==> config.mk <==
export PLATFORM = sky130hd
export DESIGN_NAME = rx_afc_ook_rssi_regs
export DESIGN_NICKNAME = d
export VERILOG_FILES = /design/src/logic/rx_afc_pkg.sv /design/src/logic/rx_afc_ook_rssi_regs.sv
export SDC_FILE = /design/constraint.sdc
export NUM_CORES = 1
export LEC_CHECK = 0
export ABC_AREA = 1
export BUFFER_PORTS_ARGS = -buffer_cell sky130_fd_sc_hd__buf_2
export CORE_MARGIN = 2
export CORE_UTILIZATION = 45
export CTS_BUF_LIST = sky130_fd_sc_hd__clkbuf_2 sky130_fd_sc_hd__clkbuf_4 sky130_fd_sc_hd__clkbuf_8
export DETAILED_ROUTE_END_ITERATION = 7
export GPL_ROUTABILITY_DRIVEN = 0
export PLACE_DENSITY = 0.7
export SYNTH_ARGS = -nofsm -noshare
export SYNTH_HDL_FRONTEND = slang
export SYNTH_SLANG_ARGS = --single-unit
==> constraint.sdc <==
create_clock -name clk_sys -period 1.9 [get_ports clk_sys]
set_input_delay 0.19 -clock clk_sys [delete_from_list [all_inputs] [get_ports clk_sys]]
set_output_delay 0.19 -clock clk_sys [all_outputs]
set_load 0.01 [all_outputs]
==> src/logic/rx_afc_pkg.sv <==
// constants, carriers and state layout of the receiver correction, slicer and strength register bank
// assumes an axi4-lite master with 32-bit data and 8-bit byte addresses; register index = byte address / 4
// Behaviour
// [RQ1] during a correction phase the correction filter fields replace normal bandwidth settings
// [RQ2] threshold type 00 fixed, 01 peak, 10 average, 11 reserved
// [RQ3] peak decay step codes 0..7 give 0.5,1,1.5,2,3,4,5,6 dB
// [RQ4] decay rate codes 0..3 once per 1,2,4,8 chips; 4..7 give 2,4,8,16 per chip
// [RQ5] average corner codes 0..3 give chip rate over 32pi, 8pi, 4pi, 2pi
// [RQ6] fixed type uses the 8-bit fixed level in dB, reset 6 dB
// [RQ7] error trigger starts a measurement, reads zero; error done low while measuring
// [RQ8] frequency error is a 16-bit two's complement value in high and low registers
// [RQ9] correction trigger starts correction, reads zero; correction done low while running, resets one
// [RQ10] auto enable runs correction on every receive entry, else only on trigger
// [RQ11] with auto enabled and auto-zero set, correction value zeroes before each phase
// [RQ12] writing correction-zero while in receive mode zeroes the correction value; reads zero
// [RQ13] applied correction is 16-bit two's complement in two read-only registers, reset zero
// [RQ14] strength trigger starts a strength measurement and always reads zero
// [RQ15] strength done low while sampling, high with result available, resets to one
// [RQ16] strength result holds level in half-dB steps, resets to all ones
// [RQ17] each done flag drops the cycle after its trigger, rises on result update
// [RQ18] unused bits ignore writes and read as zero
package rx_afc_pkg;

  localparam logic [5:0] IDX_CORR_BW = 6'h1a;
  localparam logic [5:0] IDX_PEAK_CFG = 6'h1b;
  localparam logic [5:0] IDX_AVG_CFG = 6'h1c;
  localparam logic [5:0] IDX_FIXED = 6'h1d;
  localparam logic [5:0] IDX_CORR_CTRL = 6'h1e;
  localparam logic [5:0] IDX_CORR_HI = 6'h1f;
  localparam logic [5:0] IDX_CORR_LO = 6'h20;
  localparam logic [5:0] IDX_ERR_HI = 6'h21;
  localparam logic [5:0] IDX_ERR_LO = 6'h22;
  localparam logic [5:0] IDX_STR_CTRL = 6'h23;
  localparam logic [5:0] IDX_STR_RESULT = 6'h24;
  localparam logic [5:0] IDX_IRQ_STATUS = 6'h30;
  localparam logic [5:0] IDX_IRQ_MASK = 6'h31;

  // field positions in the control registers
  localparam int BIT_ERR_DONE = 6;
  localparam int BIT_ERR_TRIG = 5;
  localparam int BIT_CORR_DONE = 4;
  localparam int BIT_AUTO_ZERO = 3;
  localparam int BIT_AUTO_ON = 2;
  localparam int BIT_CORR_ZERO = 1;
  localparam int BIT_CORR_TRIG = 0;
  localparam int BIT_STR_DONE = 1;
  localparam int BIT_STR_TRIG = 0;

  // interrupt status bit positions
  localparam int IRQ_CORR = 0;
  localparam int IRQ_ERR = 1;
  localparam int IRQ_STR = 2;

  localparam logic [7:0] RST_CORR_BW = 8'h8b;
  localparam logic [7:0] RST_PEAK_CFG = 8'h40;
  localparam logic [1:0] RST_AVG_CORNER = 2'h2;
  localparam logic [7:0] RST_FIXED = 8'h06;
  localparam logic [7:0] RST_STR_LEVEL = 8'hff;

  localparam logic [1:0] RESP_OKAY = 2'h0;
  localparam logic [1:0] RESP_SLVERR = 2'h2;

  localparam logic [1:0] TYPE_FIXED = 2'h0;
  localparam logic [1:0] TYPE_PEAK = 2'h1;
  localparam logic [1:0] TYPE_AVERAGE = 2'h2;

  typedef struct packed {
    logic [2:0] dc_cutoff;
    logic [1:0] mantissa;
    logic [2:0] exponent;
  } filter_cfg_s;

  typedef struct packed {
    logic valid;
    logic [15:0] value;
  } result_s;

  typedef struct packed {
    logic [1:0] threshold_type;
    logic [3:0] step_half_db;
    logic [1:0] decay_chips_log2;
    logic [2:0] decays_per_chip_log2;
    logic [5:0] corner_div_pi;
    logic [7:0] fixed_level;
  } slicer_cfg_s;

  typedef struct packed {
    logic awready;
    logic wready;
    logic arready;
    logic bvalid;
    logic [1:0] bresp;
    logic rvalid;
    logic [1:0] rresp;
    logic [31:0] rdata;
    logic [5:0] aw_idx;
    logic [7:0] wdata;
    logic wlane;
    logic [7:0] corr_bw;
    logic [7:0] peak_cfg;
    logic [1:0] avg_corner;
    logic [7:0] fixed_level;
    logic auto_zero;
    logic auto_on;
    logic err_done;
    logic corr_done;
    logic str_done;
    logic [15:0] corr_value;
    logic [15:0] err_value;
    logic [7:0] str_level;
    logic [2:0] irq_status;
    logic [2:0] irq_mask;
    logic irq;
    logic rx_prev;
    logic err_start;
    logic corr_start;
    logic corr_clear;
    logic str_start;
    filter_cfg_s active_filter;
    slicer_cfg_s slicer;
  } state_s;

endpackage

==> src/logic/rx_afc_ook_rssi_regs.sv <==
// register bank for correction filter settings, slicer setup and the three measurement engines
// assumes the measurement datapath takes one-cycle start pulses and returns one-cycle result strobes
`timescale 1ns/100ps

module rx_afc_ook_rssi_regs
  import rx_afc_pkg::*;
(
  input wire logic clk_sys,
  input wire logic reset,
  input wire logic clk_en,
  input wire logic s_axi_awvalid,
  output logic s_axi_awready,
  input wire logic [7:0] s_axi_awaddr,
  input wire logic s_axi_wvalid,
  output logic s_axi_wready,
  input wire logic [31:0] s_axi_wdata,
  input wire logic [3:0] s_axi_wstrb,
  output logic s_axi_bvalid,
  input wire logic s_axi_bready,
  output logic [1:0] s_axi_bresp,
  input wire logic s_axi_arvalid,
  output logic s_axi_arready,
  input wire logic [7:0] s_axi_araddr,
  output logic s_axi_rvalid,
  input wire logic s_axi_rready,
  output logic [31:0] s_axi_rdata,
  output logic [1:0] s_axi_rresp,
  input wire logic rx_mode,
  input wire filter_cfg_s normal_filter,
  input wire result_s error_result,
  input wire result_s correction_result,
  input wire result_s strength_result,
  output filter_cfg_s active_filter,
  output slicer_cfg_s slicer_cfg,
  output logic error_measure_start,
  output logic correction_start,
  output logic correction_clear,
  output logic strength_start,
  output logic irq
);

  state_s s_q;
  state_s s_d;

  function automatic logic is_mapped(input logic [5:0] idx);
    is_mapped = (idx >= IDX_CORR_BW && idx <= IDX_STR_RESULT) ||
      idx == IDX_IRQ_STATUS || idx == IDX_IRQ_MASK;
  endfunction

  function automatic logic [7:0] read_reg(input state_s s, input logic [5:0] idx);
    read_reg = 8'h00;
    case (idx)
      IDX_CORR_BW: read_reg = s.corr_bw;
      IDX_PEAK_CFG: read_reg = s.peak_cfg;
      IDX_AVG_CFG: read_reg = {s.avg_corner, 6'h00}; // [RQ18]
      IDX_FIXED: read_reg = s.fixed_level;
      // trigger and zero bits are never stored, so they read zero
      IDX_CORR_CTRL: read_reg = {1'b0, s.err_done, 1'b0, s.corr_done, s.auto_zero, s.auto_on, 2'h0}; // [RQ7] [RQ9]
      IDX_CORR_HI: read_reg = s.corr_value[15:8]; // [RQ13]
      IDX_CORR_LO: read_reg = s.corr_value[7:0];
      IDX_ERR_HI: read_reg = s.err_value[15:8]; // [RQ8]
      IDX_ERR_LO: read_reg = s.err_value[7:0];
      IDX_STR_CTRL: read_reg = {6'h00, s.str_done, 1'b0}; // [RQ14] [RQ15]
      IDX_STR_RESULT: read_reg = s.str_level; // [RQ16]
      IDX_IRQ_STATUS: read_reg = {5'h00, s.irq_status};
      IDX_IRQ_MASK: read_reg = {5'h00, s.irq_mask};
      default: read_reg = 8'h00;
    endcase
  endfunction

  function automatic logic [3:0] step_decode(input logic [2:0] code);
    case (code)
      3'h0: step_decode = 4'h1;
      3'h1: step_decode = 4'h2;
      3'h2: step_decode = 4'h3;
      3'h3: step_decode = 4'h4;
      3'h4: step_decode = 4'h6;
      3'h5: step_decode = 4'h8;
      3'h6: step_decode = 4'ha;
      default: step_decode = 4'hc;
    endcase
  endfunction

  function automatic logic [5:0] corner_decode(input logic [1:0] code);
    case (code)
      2'h0: corner_decode = 6'h20;
      2'h1: corner_decode = 6'h08;
      2'h2: corner_decode = 6'h04;
      default: corner_decode = 6'h02;
    endcase
  endfunction

  logic do_write;
  logic wr_hit;
  logic [7:0] wv;
  logic rx_entry;
  logic corr_go;
  logic [2:0] irq_events;
  logic [2:0] irq_w1c;

  always_comb
  begin
    s_d = s_q;
    do_write = !s_q.awready && !s_q.wready && !s_q.bvalid;
    wr_hit = do_write && s_q.wlane && is_mapped(s_q.aw_idx);
    wv = s_q.wdata;
    rx_entry = rx_mode && !s_q.rx_prev;
    irq_events = 3'h0;
    irq_w1c = 3'h0;
    corr_go = 1'b0;
    s_d.rx_prev = rx_mode;
    s_d.err_start = 1'b0;
    s_d.corr_start = 1'b0;
    s_d.corr_clear = 1'b0;
    s_d.str_start = 1'b0;

    // address and data are taken independently; the write happens once both are held
    if (s_axi_awvalid && s_q.awready)
    begin
      s_d.awready = 1'b0;
      s_d.aw_idx = s_axi_awaddr[7:2];
    end
    if (s_axi_wvalid && s_q.wready)
    begin
      s_d.wready = 1'b0;
      s_d.wdata = s_axi_wdata[7:0];
      s_d.wlane = s_axi_wstrb[0];
    end
    if (do_write)
    begin
      s_d.bvalid = 1'b1;
      s_d.bresp = is_mapped(s_q.aw_idx) ? RESP_OKAY : RESP_SLVERR;
    end
    if (s_q.bvalid && s_axi_bready)
    begin
      s_d.bvalid = 1'b0;
      s_d.awready = 1'b1;
      s_d.wready = 1'b1;
    end

    // results land first so that a trigger in the same cycle still restarts the measurement
    if (error_result.valid && !s_q.err_done)
    begin
      s_d.err_value = error_result.value; // [RQ8]
      s_d.err_done = 1'b1; // [RQ17]
      irq_events[IRQ_ERR] = 1'b1;
    end
    if (correction_result.valid && !s_q.corr_done)
    begin
      s_d.corr_value = correction_result.value; // [RQ13]
      s_d.corr_done = 1'b1; // [RQ17]
      irq_events[IRQ_CORR] = 1'b1;
    end
    if (strength_result.valid && !s_q.str_done)
    begin
      s_d.str_level = strength_result.value[7:0]; // [RQ16]
      s_d.str_done = 1'b1; // [RQ15] [RQ17]
      irq_events[IRQ_STR] = 1'b1;
    end

    if (wr_hit)
    begin
      case (s_q.aw_idx)
        IDX_CORR_BW: s_d.corr_bw = wv;
        IDX_PEAK_CFG: s_d.peak_cfg = wv;
        IDX_AVG_CFG: s_d.avg_corner = wv[7:6]; // [RQ18]
        IDX_FIXED: s_d.fixed_level = wv;
        IDX_CORR_CTRL:
        begin
          s_d.auto_zero = wv[BIT_AUTO_ZERO];
          s_d.auto_on = wv[BIT_AUTO_ON];
          if (wv[BIT_ERR_TRIG])
          begin
            s_d.err_done = 1'b0; // [RQ7] [RQ17]
            s_d.err_start = 1'b1;
          end
          if (wv[BIT_CORR_TRIG])
            corr_go = 1'b1; // [RQ9]
          if (wv[BIT_CORR_ZERO] && rx_mode)
          begin
            s_d.corr_value = 16'h0000; // [RQ12]
            s_d.corr_clear = 1'b1;
          end
        end
        IDX_STR_CTRL:
        begin
          if (wv[BIT_STR_TRIG])
          begin
            s_d.str_done = 1'b0; // [RQ14] [RQ17]
            s_d.str_start = 1'b1;
          end
        end
        IDX_IRQ_STATUS: irq_w1c = wv[2:0];
        IDX_IRQ_MASK: s_d.irq_mask = wv[2:0];
        default: s_d.irq_mask = s_q.irq_mask;
      endcase
    end

    // receive entry only starts a phase when automatic mode was already on
    if (rx_entry && s_q.auto_on)
      corr_go = 1'b1; // [RQ10]
    if (corr_go)
    begin
      s_d.corr_done = 1'b0; // [RQ9] [RQ17]
      s_d.corr_start = 1'b1;
      if (s_q.auto_on && s_q.auto_zero)
        s_d.corr_value = 16'h0000; // [RQ11]
    end

    // a new event wins over a clear written in the same cycle
    s_d.irq_status = (s_q.irq_status & ~irq_w1c) | irq_events;
    s_d.irq = |(s_d.irq_status & s_d.irq_mask);

    if (s_axi_arvalid && s_q.arready)
    begin
      s_d.arready = 1'b0;
      s_d.rvalid = 1'b1;
      s_d.rdata = {24'h000000, read_reg(s_q, s_axi_araddr[7:2])};
      s_d.rresp = is_mapped(s_axi_araddr[7:2]) ? RESP_OKAY : RESP_SLVERR;
    end
    if (s_q.rvalid && s_axi_rready)
    begin
      s_d.rvalid = 1'b0;
      s_d.arready = 1'b1;
    end

    // filter follows the next state so the switch lines up with the done flag
    if (!s_d.corr_done)
      s_d.active_filter = filter_cfg_s'(s_d.corr_bw); // [RQ1]
    else
      s_d.active_filter = normal_filter;

    s_d.slicer.threshold_type = s_d.peak_cfg[7:6]; // [RQ2]
    s_d.slicer.step_half_db = step_decode(s_d.peak_cfg[5:3]); // [RQ3]
    s_d.slicer.decay_chips_log2 = s_d.peak_cfg[2] ? 2'h0 : s_d.peak_cfg[1:0]; // [RQ4]
    s_d.slicer.decays_per_chip_log2 = s_d.peak_cfg[2] ? {1'b0, s_d.peak_cfg[1:0]} + 3'h1 : 3'h0; // [RQ4]
    s_d.slicer.corner_div_pi = corner_decode(s_d.avg_corner); // [RQ5]
    // level is only meaningful to the slicer in fixed mode; elsewhere it reads as zero
    s_d.slicer.fixed_level = (s_d.peak_cfg[7:6] == TYPE_FIXED) ? s_d.fixed_level : 8'h00; // [RQ6]
  end

  always_ff @(posedge clk_sys)
  begin
    if (reset)
    begin
      s_q <= '0;
      s_q.awready <= 1'b1;
      s_q.wready <= 1'b1;
      s_q.arready <= 1'b1;
      s_q.corr_bw <= RST_CORR_BW;
      s_q.peak_cfg <= RST_PEAK_CFG;
      s_q.avg_corner <= RST_AVG_CORNER;
      s_q.fixed_level <= RST_FIXED; // [RQ6]
      s_q.corr_done <= 1'b1; // [RQ9]
      s_q.str_done <= 1'b1; // [RQ15]
      s_q.str_level <= RST_STR_LEVEL; // [RQ16]
      s_q.active_filter <= filter_cfg_s'(8'h00);
      s_q.slicer.threshold_type <= RST_PEAK_CFG[7:6];
      s_q.slicer.step_half_db <= 4'h1;
      s_q.slicer.corner_div_pi <= 6'h04;
    end
    else if (clk_en)
      s_q <= s_d;
  end

  assign s_axi_awready = s_q.awready;
  assign s_axi_wready = s_q.wready;
  assign s_axi_bvalid = s_q.bvalid;
  assign s_axi_bresp = s_q.bresp;
  assign s_axi_arready = s_q.arready;
  assign s_axi_rvalid = s_q.rvalid;
  assign s_axi_rdata = s_q.rdata;
  assign s_axi_rresp = s_q.rresp;
  assign active_filter = s_q.active_filter;
  assign slicer_cfg = s_q.slicer;
  assign error_measure_start = s_q.err_start;
  assign correction_start = s_q.corr_start;
  assign correction_clear = s_q.corr_clear;
  assign strength_start = s_q.str_start;
  assign irq = s_q.irq;

endmodule

**Yosys cells after proc, flatten, opt, wreduce, memory -nomap -nowiden**

Cells that the tools add are included.

- Register bits after elaboration: 148
- Output and inout port bits: 79

- Add/sub/neg operators: 1
- Order comparisons: 4
- Equality and inequality tests: 29
- Mux-type cells: 56
- Bitwise operators: 4
- Reductions and logical operators: 48

Operator list:

| operator | count |
|---|---|
| case mux 8 bit (13 select lines) | 1 |
| 2-to-1 mux 16 bit | 5 |
| equality test 6 x 5 -> 1 bit, second input constant | 11 |
| equality test 6 bit, second input constant | 10 |
| 2-to-1 mux 8 bit | 5 |
| 2-to-1 mux 35 bit | 1 |
| 2-to-1 mux 29 bit | 1 |
| case mux 4 bit (7 select lines) | 1 |
| 2-to-1 mux 1 bit | 27 |
| 2-to-1 mux 3 bit | 7 |
| AND reduction 2 bit | 10 |
| logical AND 1 bit | 18 |
| case mux 6 bit (3 select lines) | 1 |
| 2-to-1 mux 17 bit | 1 |
| >= comparator 6 x 5 -> 1 bit, second input constant | 2 |
| less-or-equal comparator 6 bit, second input constant | 2 |
| 2-to-1 mux 2 bit | 6 |
| equality test 3 bit, second input constant | 3 |
| nonzero test 2 bit | 4 |
| zero test 1 bit | 7 |
| bitwise AND 3 bit | 2 |
| equality test 3 x 2 -> 1 bit, second input constant | 2 |
| zero test 2 bit | 2 |
| logical OR 1 bit | 4 |
| other kinds (9) | 9 |

**Depth between registers and ports, before layout**

- Depth after elaboration: 11
- Gate-level depth with buffers: 14
- Mapped depth without buffers: 13

**Worst setup path before layout**

OpenSTA, ideal clock, no wires.

- Kind: flip-flop to flip-flop
- Start point: register s_q[128] (netlist bit)
- End point: register s_q, in the netlist slicer_cfg[15]
- Setup time: 0.132 ns
- Arrival time: 1.597 ns
- Data required time: 1.768 ns
- Slack: 0.171 ns
- Cell stages (with the launch flop): 14
- Path buffers: 0
- Period minus slack after synthesis: 1.729 ns
- Path through: dfxtp_1 nor2_2 nand2_1 nand2_1 nand2_2 nand2_2 nand2_2 nor2_2 nand2_1 nand2_1 inv_1 ha_1 nand4_1 a21oi_1

RTL lines:

| element | RTL line | text |
|---|---|---|
| from (decl) | rx_afc_ook_rssi_regs.sv:42 | `state_s s_q;` |

==> run summary <==
Synthesized area per cell: 6.69 um2
Worst Path Required: 2.30 ns
Top cell type's share of synthesized area: 0.385
First-pass iteration count of the detailed router: 5
CTS max path bufs: 2
Placed inst area: 0.00806 mm2
Commonest cells in the netlist: nand2_1, dfxtp_1, a21oi_1
Fillers: 1604
N_diodes: 0
Overall Power: 6530 uW
Critical path arrival: 2.29 ns
Gate power share: 0.122
Share of layout cells above drive strength 1: 0.212
NumNets Final: 1358
Top-count cell post-synth: nand2_1
Starting Density: 0.463
Area Growth Syn to Fin: 20.5%
First-pass GRT wire length: 33900 um
Min Hold Slack: 0.0177 ns
Vias: 7497
GR Util All Layers: 0.244
Synth async-reset ratio: 0
CTS tree: built
Internal power: 4780 uW
Pleak: 0.00414 uW
CTS clk-pin slew, worst paths: 0.08 ns
Finished Layout Cells: 1465
Die X: 132 um
Row cnt: 46
Slowest CP cell: dfxtp_2
Min-Delay Path Class: in -> reg
Routed WL: 21400 um
Crit-path cells: o211ai_1 -> nand2_2 -> buf_6 -> nand4_1 -> nand2_1 -> nand2_2 -> inv_2 -> ha_1 -> nand4_1 -> a21oi_1
FMAX: 530 MHz
Iteration-0 DRC count of the detailed router: 628
Max-cap check violation count: 0
Synth Flop Type: dfxtp_1
Synth Area in Simple Gates: 0.272
CP startpoint kind: register
Insertion delay to the later sink of the worst-skew pair: 0.47 ns
Flops & latches, synth: 142
Synth Instances: 1104
Final period util: 0.993
Vias in the first global route: 6807
Pins Over Slew Limit: 0
Final-report hold violation count: 0
Largest net degree at the start of global routing: 79
Antenna violations before repair: 0
Main combinational cell family by area after synthesis: simple AND/OR/NAND/NOR gates
Crit. End Element: register
Least-Margin Pin Slew: 0.624 ns
Top Ports: 199
Sw Ratio: 0.268
Setup CP Type: reg -> reg
Synth Area in XOR/XNOR: 0
Unrepaired setup endpoints after global routing: yes
Detailed-route DRC error count: 0
Worst VDD drop: 0.630 mV
I/O Buffers: 131
Critical Path Max Stage Delay: 0.35 ns
Post-Synth Adder-Cell Area: 0.00169
Clock Power Share: 0.390
Synthesis Warnings: 0
Library cells used by synthesis: 38
Clk sinks: 142
Cell area after layout: 0.00890 mm2
DP Wirelength: 15200 um
Reg power frac: 0.488
Max-slew headroom: 0.584
Final ANT Viol Nets: 0
Vias/cell: 5.12
Core ar.: 0.0159 mm2
CTS buffer count: 17
Die area: 0.0175 mm2
Post-synthesis mux area share: 0.0198
Post-placement cell count: 1402
Top cells by area, synth: dfxtp_1, nand2_1, a21oi_1
Sequential share of the synthesized area: 0.385
# setup viols final: 0
Status: completed
DIE HEIGHT: 132 um
Synth Area in Compound Gates: 0.173
CTS root buf: clkbuf_8
Pwr Density: 734 mW/mm2
Final core utilization: 0.558
Number of synthesized flops with an enable pin: 0
NetSw: 1750 uW
Fin crit period: 1.89 ns
CP Max Fanout: 5
Routed len/inst: 14.6 um
H-tree depth: 4
Clk_skew: 0.0188 ns
Grt total ovfl: 0
Synth area leader: dfxtp_1
Post-Syn Area: 0.00738 mm2
## per-layer routing
layer | GRT usage | vias to the layer above | part of all wire
met5 | 0 | - | 0
met4 | 0.0857 | 0 | 0.026
met3 | 0.0677 | 42 | 0.063
met2 | 0.385 | 279 | 0.46
met1 | 0.319 | 3429 | 0.45
li1 | - | 3747 | -
## state kept, by name (all words and copies together), names as in the netlist, 8 cells and up
register	flops
active_filter	8
s_axi_rdata	8
wv	8
s_q	85
slicer_cfg	21
## cell families after synthesis
group	after synthesis
buffers and inverters	216
other	1
AOI/OAI and AO/OA	243
and+or+nand+nor	488
muxes	13
DFF	142
adders and majority gates	1
## worst max-delay path: cells and delay by family, from the launching register on
kind            cells  cell delay [ns]
compound gates      2             0.43
buf+inv             2             0.19
flops               1             0.35
fa+ha+maj           1             0.27
simple gates        5             0.59
## cell type report
cell class	count	area, um2	share of cell area
multi-input cells	773	3640	0.409
flip-flops and latches	142	2860	0.321
repair buffers	204	1350	0.151
inverters	99	375	0.0422
well taps	216	270	0.0304
clock buffers	20	269	0.0302
clock inverters	11	141	0.0159
## power groups by stage
stage                     sequential, uW  combinational, uW  clock, uW
after global placement              3250                715          0
after detailed placement            3250                725          0
after CTS                           3180                764       2580
after global routing                3200                896       2740
after floorplan                     3220                519          0
final                               3190                800       2550
## timing repair
item | in CTS | in global routing
endpoints found under the setup margin | 0 | 49
setup buffers | 0 | 5
gates resized for setup | 0 | 44
endpoints found under the hold margin | 23 | 4
hold buffers | 23 | 4
## layout by cell type, fill, tap and decap left out, drive strengths merged, types with 27 or more instances in the layout
master         n
dlygate4sd3   27
nand3         72
nor2          79
conb          28
buf          177
nand2        317
a21oi        129
inv           97
dfxtp        142
o21ai         90
## final timing paths
check	from	slack [ns]	end	cells after the start
hold / removal	s_axi_awaddr[6]	0.02	s_q[129]	3
setup / recovery	s_q[126]	0.01	slicer_cfg[15]	10
setup reg to reg	s_q[126]	0.01	slicer_cfg[15]	10
hold reg to reg	s_q[55]	0.46	s_q[55]	2
## through the flow
| stage | setup TNS (ns) | worst slack, ns |
|---|---|---|
| floorplan | 0 | 0.171 |
| global placement | 0 | 0.0981 |
| detailed placement | 0 | 0.0424 |
| CTS | 0 | 0.0162 |
| global route | -1.22 | -0.0978 |
| finish | 0 | 0.0127 |
Note: power is estimated with default switching activity, not from simulation.
